<file path="src/dbam_consts.vh">
// dbam_consts.vh: offsets, field positions, encodings and timing counts
// of the bank address mux; included by the design files by bare name.
`ifndef DBAM_CONSTS_VH
`define DBAM_CONSTS_VH

// register offsets (byte addresses on the avalon bus)
`define DBAM_OFF_PAIR01     8'ha8
`define DBAM_OFF_PAIR23     8'ha9
`define DBAM_OFF_BANK4      8'haa
`define DBAM_OFF_ASYM       8'hd3
`define DBAM_OFF_STATUS     8'hb0

// reset values
`define DBAM_CFG_RESET      8'h00

// field positions in the bank configuration registers
`define DBAM_EVEN_SIZE_HI   2
`define DBAM_EVEN_SIZE_LO   0
`define DBAM_EVEN_ASYM_BIT  3
`define DBAM_ODD_SIZE_HI    6
`define DBAM_ODD_SIZE_LO    4
`define DBAM_ODD_ASYM_BIT   7

// size encodings
`define DBAM_SZ_NONE        3'h0
`define DBAM_SZ_1MB         3'h1
`define DBAM_SZ_2MB         3'h2
`define DBAM_SZ_4MB         3'h3
`define DBAM_SZ_8MB         3'h4
`define DBAM_SZ_16MB        3'h5
`define DBAM_SZ_32MB        3'h6
`define DBAM_SZ_64MB        3'h7

// geometry
`define DBAM_NUM_BANKS      5
`define DBAM_MA_WIDTH       12
`define DBAM_CA_WIDTH       26
`define DBAM_ROW_TAG_HI     25
`define DBAM_ROW_TAG_LO     11

// cycle timing in clocks at 20 mhz (50 ns)
`define DBAM_CLK_NS         50
`define DBAM_ROW_SETUP_NS   50
`define DBAM_CAS_PULSE_NS   100
`define DBAM_PRECHARGE_NS   100
`define DBAM_ROW_SETUP_CYC  ((`DBAM_ROW_SETUP_NS + `DBAM_CLK_NS - 1) / `DBAM_CLK_NS)
`define DBAM_CAS_PULSE_CYC  ((`DBAM_CAS_PULSE_NS + `DBAM_CLK_NS - 1) / `DBAM_CLK_NS)
`define DBAM_PRECHARGE_CYC  ((`DBAM_PRECHARGE_NS + `DBAM_CLK_NS - 1) / `DBAM_CLK_NS)

`endif

</file>
<file path="src/dbam_top.v">
// dbam_top.v: bank address mux and page-mode strobe sequencer with an
// avalon-mm register slave. assumes the cpu holds mem_req and cpu_address
// until mem_done, and all inputs are synchronous to sys_clk.
//
// Register access over Avalon-MM was left to the implementer.
`timescale 1ns/1ps
`include "dbam_consts.vh"

module dbam_top (
  // clock and reset
  input  wire        sys_clk,
  input  wire        rst_n,
  // avalon-mm slave
  input  wire [7:0]  avs_address,
  input  wire        avs_read,
  input  wire        avs_write,
  input  wire [31:0] avs_writedata,
  input  wire [3:0]  avs_byteenable,
  output reg  [31:0] avs_readdata,
  output reg         avs_waitrequest,
  output reg  [1:0]  avs_response,
  // cpu memory request
  input  wire        mem_req,
  input  wire [25:0] cpu_address,
  output reg         mem_done,
  output reg         mem_miss,
  // dram pins
  output reg  [11:0] mem_addr_bus,
  output reg  [4:0]  bank_row_strobes_n,
  output reg         col_strobe_n
);

  localparam [2:0] ST_IDLE  = 3'h0;
  localparam [2:0] ST_ROW   = 3'h1;
  localparam [2:0] ST_COL   = 3'h2;
  localparam [2:0] ST_OPEN  = 3'h3;
  localparam [2:0] ST_PRE   = 3'h4;
  localparam [2:0] ST_DONE  = 3'h5;

  // counts are reckoned as integers, then cut to the counter width on purpose
  localparam integer ROW_CYC_I = `DBAM_ROW_SETUP_CYC;
  localparam integer CAS_CYC_I = `DBAM_CAS_PULSE_CYC;
  localparam integer PRE_CYC_I = `DBAM_PRECHARGE_CYC;
  localparam [3:0]   ROW_CYC   = ROW_CYC_I[3:0];
  localparam [3:0]   CAS_CYC   = CAS_CYC_I[3:0];
  localparam [3:0]   PRE_CYC   = PRE_CYC_I[3:0];

  // configuration registers
  reg [7:0] bank_pair01_config;
  reg [7:0] bank_pair23_config;
  reg [7:0] bank4_config;
  reg [7:0] asym_type_select;

  reg [2:0]  state;
  reg [3:0]  cnt;
  reg [2:0]  open_bank;
  reg [14:0] open_row;
  reg        row_open;
  reg [2:0]  cur_bank;

  // per-bank fields
  wire [2:0] sz [0:4];
  wire [4:0] sym_bit;
  assign sz[0] = bank_pair01_config[`DBAM_EVEN_SIZE_HI:`DBAM_EVEN_SIZE_LO];
  assign sz[1] = bank_pair01_config[`DBAM_ODD_SIZE_HI:`DBAM_ODD_SIZE_LO];
  assign sz[2] = bank_pair23_config[`DBAM_EVEN_SIZE_HI:`DBAM_EVEN_SIZE_LO];
  assign sz[3] = bank_pair23_config[`DBAM_ODD_SIZE_HI:`DBAM_ODD_SIZE_LO];
  assign sz[4] = bank4_config[`DBAM_EVEN_SIZE_HI:`DBAM_EVEN_SIZE_LO];
  assign sym_bit = {bank4_config[`DBAM_EVEN_ASYM_BIT],
                    bank_pair23_config[`DBAM_ODD_ASYM_BIT],
                    bank_pair23_config[`DBAM_EVEN_ASYM_BIT],
                    bank_pair01_config[`DBAM_ODD_ASYM_BIT],
                    bank_pair01_config[`DBAM_EVEN_ASYM_BIT]};

  wire [4:0] bank_hit;
  wire [2:0] hit_index;
  wire       hit_valid;

  dbam_bank_decode u_decode (
    .bank_sizes  ({sz[4], sz[3], sz[2], sz[1], sz[0]}),
    .cpu_address (cpu_address),
    .bank_hit    (bank_hit),
    .hit_index   (hit_index),
    .hit_valid   (hit_valid)
  );

  // mapping follows the bank chosen for this cycle
  wire [2:0]  map_bank = (state == ST_IDLE || state == ST_OPEN) ? hit_index : cur_bank;
  wire [11:0] row_addr;
  wire [11:0] col_addr;

  dbam_addr_map u_map (
    .cpu_address (cpu_address),
    .bank_size   (sz[map_bank]),
    .bank_asym   (sym_bit[map_bank]),
    .asym_type   (asym_type_select[map_bank]),
    .row_addr    (row_addr),
    .col_addr    (col_addr)
  );

  wire [14:0] req_row  = cpu_address[`DBAM_ROW_TAG_HI:`DBAM_ROW_TAG_LO];
  wire        page_hit = row_open && (open_bank == hit_index) && (open_row == req_row);

  // strobe sequencer
  always @(posedge sys_clk or negedge rst_n) begin
    if (!rst_n) begin
      state              <= ST_IDLE;
      cnt                <= 4'h0;
      open_bank          <= 3'h0;
      open_row           <= 15'h0000;
      row_open           <= 1'b0;
      cur_bank           <= 3'h0;
      mem_addr_bus       <= 12'h000;
      bank_row_strobes_n <= 5'h1f;
      col_strobe_n       <= 1'b1;
      mem_done           <= 1'b0;
      mem_miss           <= 1'b0;
    end else begin
      mem_done <= 1'b0;
      mem_miss <= 1'b0;
      case (state)
        ST_IDLE, ST_OPEN: begin
          if (mem_req) begin
            if (!hit_valid) begin
              // uninstalled region: no strobe, answer at once
              mem_done <= 1'b1;
              mem_miss <= 1'b1;
              state    <= ST_DONE;
            end else if (page_hit) begin
              // page hit keeps the row strobe, only a fresh column
              mem_addr_bus <= col_addr;
              col_strobe_n <= 1'b0;
              cur_bank     <= hit_index;
              cnt          <= CAS_CYC;
              state        <= ST_COL;
            end else if (row_open) begin
              // another row or bank: close first, cas is shared
              bank_row_strobes_n <= 5'h1f;
              row_open           <= 1'b0;
              cnt                <= PRE_CYC;
              state              <= ST_PRE;
            end else begin
              // row phase first
              mem_addr_bus       <= row_addr;
              cur_bank           <= hit_index;
              bank_row_strobes_n <= ~bank_hit;
              open_bank          <= hit_index;
              open_row           <= req_row;
              row_open           <= 1'b1;
              cnt                <= ROW_CYC;
              state              <= ST_ROW;
            end
          end
        end
        ST_ROW: begin
          if (cnt <= 4'h1) begin
            // column phase after the row
            mem_addr_bus <= col_addr;
            col_strobe_n <= 1'b0;
            cnt          <= CAS_CYC;
            state        <= ST_COL;
          end else begin
            cnt <= cnt - 4'h1;
          end
        end
        ST_COL: begin
          if (cnt <= 4'h1) begin
            col_strobe_n <= 1'b1;
            mem_done     <= 1'b1;
            state        <= ST_DONE;
          end else begin
            cnt <= cnt - 4'h1;
          end
        end
        ST_DONE: begin
          // wait for the cpu to drop its request before the next one
          if (!mem_req)
            state <= row_open ? ST_OPEN : ST_IDLE;
        end
        ST_PRE: begin
          if (cnt <= 4'h1)
            state <= ST_IDLE;
          else
            cnt <= cnt - 4'h1;
        end
        default: state <= ST_IDLE;
      endcase
    end
  end

  // avalon slave: one-cycle waitrequest then answer
  reg        acc_pending;
  wire       acc = (avs_read || avs_write) && !acc_pending;
  wire       known = (avs_address == `DBAM_OFF_PAIR01) || (avs_address == `DBAM_OFF_PAIR23) ||
                     (avs_address == `DBAM_OFF_BANK4) || (avs_address == `DBAM_OFF_ASYM) ||
                     (avs_address == `DBAM_OFF_STATUS);

  always @(posedge sys_clk or negedge rst_n) begin
    if (!rst_n) begin
      acc_pending        <= 1'b0;
      avs_waitrequest    <= 1'b1;
      avs_readdata       <= 32'h00000000;
      avs_response       <= 2'h0;
      bank_pair01_config <= `DBAM_CFG_RESET;
      bank_pair23_config <= `DBAM_CFG_RESET;
      bank4_config       <= `DBAM_CFG_RESET;
      asym_type_select   <= `DBAM_CFG_RESET;
    end else begin
      avs_waitrequest <= 1'b1;
      acc_pending     <= 1'b0;
      if (acc) begin
        acc_pending     <= 1'b1;
        avs_waitrequest <= 1'b0;
        avs_response    <= known ? 2'h0 : 2'h2;
        avs_readdata    <= 32'h00000000;
        if (avs_read) begin
          case (avs_address)
            `DBAM_OFF_PAIR01: avs_readdata <= {24'h000000, bank_pair01_config};
            `DBAM_OFF_PAIR23: avs_readdata <= {24'h000000, bank_pair23_config};
            `DBAM_OFF_BANK4:  avs_readdata <= {24'h000000, bank4_config};
            `DBAM_OFF_ASYM:   avs_readdata <= {27'h0000000, asym_type_select[4:0]};
            `DBAM_OFF_STATUS: avs_readdata <= {20'h00000, ~bank_row_strobes_n,
                                                row_open, open_bank, state};
            default:          avs_readdata <= 32'h00000000;
          endcase
        end else if (avs_byteenable[0]) begin
          case (avs_address)
            `DBAM_OFF_PAIR01: bank_pair01_config <= avs_writedata[7:0];
            `DBAM_OFF_PAIR23: bank_pair23_config <= avs_writedata[7:0];
            `DBAM_OFF_BANK4:  bank4_config       <= {4'h0, avs_writedata[3:0]};
            `DBAM_OFF_ASYM:   asym_type_select   <= {3'h0, avs_writedata[4:0]};
            default:          asym_type_select   <= asym_type_select;
          endcase
        end
      end
    end
  end

endmodule

</file>
<file path="src/dbam_addr_map.v">
// dbam_addr_map.v: combinational row and column address mapping.
// assumes cpu_address is a 26-bit byte address, size and type fields as programmed.
`timescale 1ns/1ps
`include "dbam_consts.vh"

module dbam_addr_map (
  // mapping inputs
  input  wire [25:0] cpu_address,
  input  wire [2:0]  bank_size,
  input  wire        bank_asym,
  input  wire        asym_type,
  // mapped phases
  output reg  [11:0] row_addr,
  output wire [11:0] col_addr
);

  // column phase is the same for every mode and size
  assign col_addr = {cpu_address[25], cpu_address[23], cpu_address[21], cpu_address[10:2]};

  // large banks always decode symmetrically
  wire use_asym = bank_asym && (bank_size != `DBAM_SZ_32MB) && (bank_size != `DBAM_SZ_64MB);

  always @* begin
    // symmetric default
    row_addr = {cpu_address[24], cpu_address[22], cpu_address[20], cpu_address[19:11]};
    // undecoded lines still carry their mapped bits, never held
    if (use_asym && !asym_type) begin
      case (bank_size)
        `DBAM_SZ_1MB:  row_addr[11:9] = {cpu_address[24], cpu_address[22], cpu_address[10]};
        `DBAM_SZ_2MB:  row_addr[11:9] = {cpu_address[24], cpu_address[10], cpu_address[20]};
        `DBAM_SZ_4MB:  row_addr[11:9] = {cpu_address[24], cpu_address[21], cpu_address[20]};
        `DBAM_SZ_8MB:  row_addr[11:9] = {cpu_address[21], cpu_address[22], cpu_address[20]};
        `DBAM_SZ_16MB: row_addr[11:9] = {cpu_address[23], cpu_address[22], cpu_address[20]};
        default:       row_addr[11:9] = {cpu_address[24], cpu_address[22], cpu_address[20]};
      endcase
    end else if (use_asym) begin
      case (bank_size)
        `DBAM_SZ_1MB:  row_addr[11:9] = {cpu_address[24], cpu_address[9], cpu_address[10]};
        `DBAM_SZ_2MB:  row_addr[11:9] = {cpu_address[9], cpu_address[10], cpu_address[20]};
        `DBAM_SZ_4MB:  row_addr[11:9] = {cpu_address[10], cpu_address[21], cpu_address[20]};
        `DBAM_SZ_8MB:  row_addr[11:9] = {cpu_address[21], cpu_address[22], cpu_address[20]};
        `DBAM_SZ_16MB: row_addr[11:9] = {cpu_address[23], cpu_address[22], cpu_address[20]};
        default:       row_addr[11:9] = {cpu_address[24], cpu_address[22], cpu_address[20]};
      endcase
    end
  end

endmodule

</file>
<file path="src/dbam_bank_decode.v">
// dbam_bank_decode.v: contiguous bank placement and hit decode.
// assumes the five size fields are stable while a cycle is open.
`timescale 1ns/1ps
`include "dbam_consts.vh"

module dbam_bank_decode (
  // configuration
  input  wire [14:0] bank_sizes,
  // lookup
  input  wire [25:0] cpu_address,
  output reg  [4:0]  bank_hit,
  output reg  [2:0]  hit_index,
  output reg         hit_valid
);

  // bank bytes in 1mb units; 000 means not installed
  function [7:0] dbam_size_mb;
    input [2:0] code;
    begin
      if (code == `DBAM_SZ_NONE)
        dbam_size_mb = 8'h00;
      else
        dbam_size_mb = 8'h01 << (code - 3'h1);
    end
  endfunction

  wire [8:0] base [0:5];
  wire [8:0] addr_mb = {1'b0, cpu_address[25:20]};
  assign base[0] = 9'h000;

  genvar g;
  generate
    for (g = 0; g < `DBAM_NUM_BANKS; g = g + 1) begin : g_bank
      // banks packed from bank 0 upward
      assign base[g+1] = base[g] + {1'b0, dbam_size_mb(bank_sizes[3*g+2:3*g])};
    end
  endgenerate

  integer i;
  always @* begin
    bank_hit  = 5'h00;
    hit_index = 3'h0;
    hit_valid = 1'b0;
    for (i = 0; i < `DBAM_NUM_BANKS; i = i + 1) begin
      if (addr_mb >= base[i] && addr_mb < base[i+1] && !hit_valid) begin
        bank_hit[i] = 1'b1;
        hit_index   = i[2:0];
        hit_valid   = 1'b1;
      end
    end
  end

endmodule

</file>
<file path="config.mk">
export PLATFORM = sky130hd
export DESIGN_NAME = dbam_top
export DESIGN_NICKNAME = d
export VERILOG_FILES = /design/src/dbam_top.v /design/src/dbam_addr_map.v /design/src/dbam_bank_decode.v
export VERILOG_INCLUDE_DIRS = /design/src
export SDC_FILE = /design/constraint.sdc
export NUM_CORES = 1
export LEC_CHECK = 0
export ABC_AREA = 0
export BUFFER_PORTS_ARGS = -buffer_cell sky130_fd_sc_hd__buf_2
export CAP_MARGIN = 20
export CORE_MARGIN = 2
export CORE_UTILIZATION = 40
export DETAILED_ROUTE_END_ITERATION = 12
export PLACE_DENSITY = 0.57
export SYNTH_ARGS = -nofsm -noshare
export SYNTH_HDL_FRONTEND = slang
export SYNTH_HIERARCHICAL = 1
export SYNTH_SLANG_ARGS = --single-unit
</file>
<file path="constraint.sdc">
create_clock -name sys_clk -period 8.7 [get_ports sys_clk]
set_input_delay 0.435 -clock sys_clk [delete_from_list [all_inputs] [get_ports sys_clk]]
set_output_delay 0.435 -clock sys_clk [all_outputs]
set_load 0.05 [all_outputs]
</file>
---- Word level (Yosys, flattened, before mapping) ----
Cells that the tools add are included.
cells by class
  bitwise operators ....................... 6
  magnitude comparators ................... 13
  shifts and indexed selects .............. 5
  reduce and logical (&&, ||, !) cells .... 49
  $add $sub $neg .......................... 10
  muxes and demuxes ....................... 73
  eq/ne operators ......................... 29
operators by type and width
  kind                                                  number
  two-way mux 12 bit                                    6
  one-hot mux 12 bit (5 select lines)                   1
  two-way mux 3 bit                                     16
  one-hot mux 3 bit (5 select lines)                    3
  equality test 8 bit (second input constant)           5
  two-way mux 8 bit                                     5
  left shift 1 x 3 -> 8 bit (first input constant)      5
  less-than comparator 6 x 9 -> 1 bit                   4
  AND reduction 4 bit                                   7
  adder 9 x 8 -> 9 bit                                  3
  greater-or-equal comparator 6 x 9 -> 1 bit            3
  two-way mux 1 bit                                     24
  one-hot mux 12 bit (2 select lines)                   1
  zero test 3 bit                                       6
  two-way mux 4 bit                                     4
  != test 2 bit (second input constant)                 8
  equality test 15 bit                                  1
  logical AND 1 bit                                     15
  AND reduction 5 bit                                   3
  subtractor 3 x 1 -> 3 bit (second input constant)     5
  equality test 3 x 2 -> 1 bit (second input constant)  4
  equality test 3 bit (second input constant)           4
  two-way mux 2 bit                                     6
  one-hot mux 4 bit (3 select lines)                    1
  26 further kinds                                      45
word-level totals
  output and inout bits ................... 55
  bits in registers ....................... 110
  bits of input ports ..................... 75

---- Logic depth before layout (Yosys ltp) ----
  word-level depth ........................ 33
  depth in mapped cells ................... 33
  gate-level depth less buffers ........... 32

---- Cells and area by module ----
The synthesis kept the hierarchy.
by module, submodules not included
  module            times used  area an instance (µm²)  sequential area each (µm²)  cells each
  dbam_top          1           4,732.0                 2,235.9                     401
  dbam_bank_decode  1           2,414.8                 0.0                         307
  dbam_addr_map     1           287.8                   0.0                         39

---- Least setup slack after synthesis ----
OpenSTA, ideal clock, no wires.
  path kind ............................... register to register
  start ................................... register bank_pair01_config[0]
  end ..................................... register mem_addr_bus[9]
  stages on the path, launching flop included .. 28
  path buffers ............................ 0
  library setup time ...................... 125 ps
  data required time ...................... 8,575 ps
  setup slack ............................. 1,747 ps
  period minus slack after synthesis ...... 6,953 ps
  data arrival time ....................... 6,828 ps
  cell sequence ........................... dfrtp_1 nor3b_1 ha_1 fa_1 a211oi_1 nor3b_1 or2_2 inv_1 ha_1 a221oi_4 o21bai_1 a21oi_1 xnor2_1 ha_1 nor3b_1 mux2_2 mux2i_1 o211ai_1 nor4_1 a21oi_1 mux2i_4 mux4_1 a22o_1 nand2b_1 nor3b_2 mux2_1 mux2_2 mux2_2
between the ends
  longest elaborated chain between the ends .. 33
  elaborated cells between the ends (all ways) .. 74
  classes of those cells .................. add/sub (5); order compare (9); eq/ne (10); shift (1); mux (27); bitwise (1); reduce/logical (21)
ends and longest elaborated chain
  what                                                                        line                   text
  from (decl)                                                                 dbam_top.v:49          reg [7:0] bank_pair01_config;
  from (signal assigned)                                                      dbam_top.v:204         bank_pair01_config <= `DBAM_CFG_RESET;
  from (signal assigned)                                                      dbam_top.v:228         `DBAM_OFF_PAIR01: bank_pair01_config <= avs_writedata[7:0];
  subtractor 3 x 1 -> 3 bit                                                   dbam_bank_decode.v:23  dbam_size_mb = 8'h01 << (code - 3'h1);
  left shift 1 x 3 -> 8 bit                                                   dbam_bank_decode.v:23
  two-way mux 8 bit *                                                         dbam_bank_decode.v:20  if (code == `DBAM_SZ_NONE)
  branches (longest 14 deep; another with adder 8 x 8 -> 9 bit)               n/a
  two-way mux 3 bit *                                                         dbam_bank_decode.v:45  if (addr_mb >= base[i] && addr_mb < base[i+1] && !hit_valid) begin
  net hit_index[1]                                                            dbam_top.v:76          wire [2:0] hit_index;
  two-way mux 3 bit *                                                         dbam_top.v:88          wire [2:0] map_bank = (state == ST_IDLE || state == ST_OPEN) ? hit_index : cur_bank;
  branches (longest 8 deep; another with one-hot mux 3 bit (5 select lines))  n/a
  two-way mux 3 bit *                                                         dbam_addr_map.v:27     if (use_asym && !asym_type) begin
  net row_addr[9]                                                             dbam_top.v:89          wire [11:0] row_addr;
  two-way mux 12 bit *                                                        dbam_top.v:136         end else if (row_open) begin
  two-way mux 12 bit *                                                        dbam_top.v:129         end else if (page_hit) begin
  two-way mux 12 bit *                                                        dbam_top.v:124         if (!hit_valid) begin
  two-way mux 12 bit *                                                        dbam_top.v:123         if (mem_req) begin
  one-hot mux 12 bit (2 select lines) *                                       dbam_top.v:121         case (state)
  to (signal assigned)                                                        dbam_top.v:131         mem_addr_bus <= col_addr;
  to (signal assigned)                                                        dbam_top.v:144         mem_addr_bus <= row_addr;
  to (signal assigned)                                                        dbam_top.v:158         mem_addr_bus <= col_addr;
  to (decl)                                                                   dbam_top.v:28          output reg [11:0] mem_addr_bus,
Mark *: on every way through the listed nets, which the timed path passes. The select of a mux whose other input is x is not followed.
A chain may end at the register's enable or synchronous reset.

---- Final worst setup path ----
Same ends and word-level chain as after synthesis.

==> impl_metrics.tcl <==
set metrics [dict create \
    ys_seq_area_frac 0.301 \
    synth_top_area_share 0.276 \
    cts-buffers-inserted 9 \
    insertion_delay_ps 350 \
    grt_pass1_wl_mm 28.1 \
    dieHeight_um 140 \
    design_area_um2 8100 \
    drv_cap 0 \
    fp.dieArea_um2 19700 \
    synth.area.top_cells "dfrtp_1, mux2_2, ha_1" \
    grt_pass1_vias 5314 \
    firstDrtPassIters 5 \
    cts_resized 0 \
    die_w_um 140 \
    syn_area_um2 7430 \
    clockBufferDepth 2 \
    setup_viol 0 \
    synth-warning-count 6 \
    hold_viol_final 0 \
    worst_clock_skew_ps 11.4 \
    wire_per_inst_um 16.6 \
    power_frac_seq 0.352 \
    area_growth_pct 9.00 \
    critPathLaunchType "flip-flop" \
    ir_drop_mv 0.117 \
    hold_buffers 0 \
    clkTransAtPathRegs_ps 70 \
    p_int_mw 1.08 \
    fin_crit_ps 7760 \
    coreArea_um2 18100 \
    synth-seq-cells 89 \
    dpl_cell_area_um2 7800 \
    fin_crit_sh 0.892 \
    drv_slew 0 \
    p_sw_mw 0.736 \
    boundaryPins 130 \
    slowest_stage "mux4_1" \
    rsz0062_at_grt "false" \
    pre_cts_slack_ps 965 \
    routed_wl_mm 17.2 \
    ant_nets 0 \
    final_util 0.448 \
    yosysTopAreaCell "dfrtp_1" \
    syn_inst 747 \
    power_mw 1.82 \
    synth.distinct_cells 83 \
    fmax_mhz 129 \
    p_per_area_nw_per_um2 224 \
    root_buffer "clkbuf_16" \
    yosysMostFrequentCell "dfrtp_1" \
    final_cell_count_no_fill 1035 \
    switching_share 0.405 \
    portBuffers 79 \
    synthTopCellsByCount "dfrtp_1, mux2_2, ha_1, buf_4, inv_1" \
    worstMarginPinSlew_ps 880 \
    synth-edff-count 0 \
    hold_ws_ps 54.5 \
    track_usage 0.178 \
    p_leak_nw 3.81 \
    outcome "completed" \
    cts_tree "yes" \
    fin_setup_tns_ps 0 \
    htreeDepth 3 \
    drc 0 \
    antenna_found_initial 0 \
    rows 49 \
    syn_avg_cell_area_um2 9.95 \
    dp.cells 1018 \
    ys_async_sr_fraction 1.00 \
    via_count 5571 \
    grt_max_degree 52 \
    cp_max_fo 10 \
    postCtsSetupBuffers 0 \
    synth_ff_type "dfrtp_1" \
    critPathBufInv 1 \
    nets 946 \
    crit_family "multiplexers" \
    cp.arrival_ps 7990 \
    layout_setup_ws_ps 940 \
    numClockSinks 89 \
    slew_headroom 0.409 \
    drive_gt1_frac 0.259 \
    endpoint_kind "flip-flop" \
    grt-ovfl-total 0 \
    combPwrFrac 0.438 \
    start_util 0.411 \
    viasPerCell 5.38 \
    pwr-share-clk 0.211 \
    antennaDiodeCount 0 \
    min_path_type "input pin to async pin" \
    critical_path_class "flip-flop to flip-flop" \
    dp_hpwl_mm 13.4 \
    nFillCells 1744 \
    required_ps 8930 \
    place_congestion 0.810 \
    drt-initial-drc-count 296 \
    crit_path_max_incr_delay_ps 590 \
]
==> layout make-up <==
cell class	count	area [um2]	share of cell area
inverters	45	169	0.0208
clock inverters	3	43.8	0.00540
repair buffers	82	428	0.0528
well taps	229	287	0.0354
clock buffers	13	240	0.0296
multi-input cells	574	4700	0.580
flip-flops and latches	89	2240	0.276
==> cells in the final DEF (no fill, tap or decap), drive strengths merged, types with 20 or more instances in the layout <==
| master | instances |
|---|---|
| inv | 44 |
| o21ai | 26 |
| ha | 66 |
| nor2b | 20 |
| buf | 82 |
| a21oi | 36 |
| conb | 23 |
| nor2 | 37 |
| xnor2 | 38 |
| nand2 | 35 |
| dfrtp | 82 |
| mux2 | 79 |
==> per-layer routing <==
layer,GRT usage,share of wire,vias up
li1,-,-,2734
met3,0.0246,0.032,17
met2,0.300,0.49,116
met1,0.242,0.47,2704
met4,0.0436,0.013,0
met5,0,0,-
==> sequential cells by signal (all words and copies together), names as in the netlist <==
signal	cells
col_strobe_n	1
mem_done	1
bank4_config	4
mem_addr_bus	12
mem_miss	1
open_bank	3
asym_type_select	5
bank_pair01_config	8
cur_bank	3
acc_pending	1
avs_waitrequest	1
state	3
row_open	1
avs_response	1
open_row	15
bank_pair23_config	8
bank_row_strobes_n	5
cnt	4
avs_readdata	12
==> worst paths after layout <==
kind,slack [ps],cells after the start,end,from
worst max-delay path,940,27,mem_addr_bus[9],bank_pair01_config[0]
worst min-delay path,50,1,mem_miss,rst_n
worst max register to register,940,27,mem_addr_bus[9],bank_pair01_config[0]
worst min register to register,480,2,avs_readdata[9],avs_readdata[9]
max in group asynchronous,7560,2,bank_pair01_config[6],rst_n
min in group sys_clk,330,2,bank_pair23_config[6],avs_writedata[6]
==> cell families after synthesis <==
group / synth area share
multiplexers: 0.151
adder cells (fa/ha/maj): 0.122
AO/OA/AOI/OAI: 0.137
buffers and inverters: 0.0779
other: 0.00101
XOR/XNOR: 0.0631
flip-flops: 0.301
AND/OR/NAND/NOR: 0.148
==> power by group through the flow <==
stage | logic [mW] | registers (mW) | clock network [mW]
floorplan | 0.546 | 0.732 | 0
global placement | 0.788 | 0.643 | 0
detailed placement | 0.792 | 0.646 | 0
CTS | 0.795 | 0.639 | 0.394
global route | 0.861 | 0.657 | 0.410
finish | 0.795 | 0.639 | 0.383
==> worst register-to-register path, delay by kind of cell (launching register included) <==
family / cells / cell delay [ps]
AOI/OAI and AO/OA: 7 / 1720
xor gates and xnor gates: 1 / 190
and+or+nand+nor: 7 / 1750
DFF: 1 / 480
adders and majority gates: 4 / 1280
buffers and inverters: 1 / 60
muxes: 7 / 2160
No activity file was read; power rests on OpenSTA's default activity.
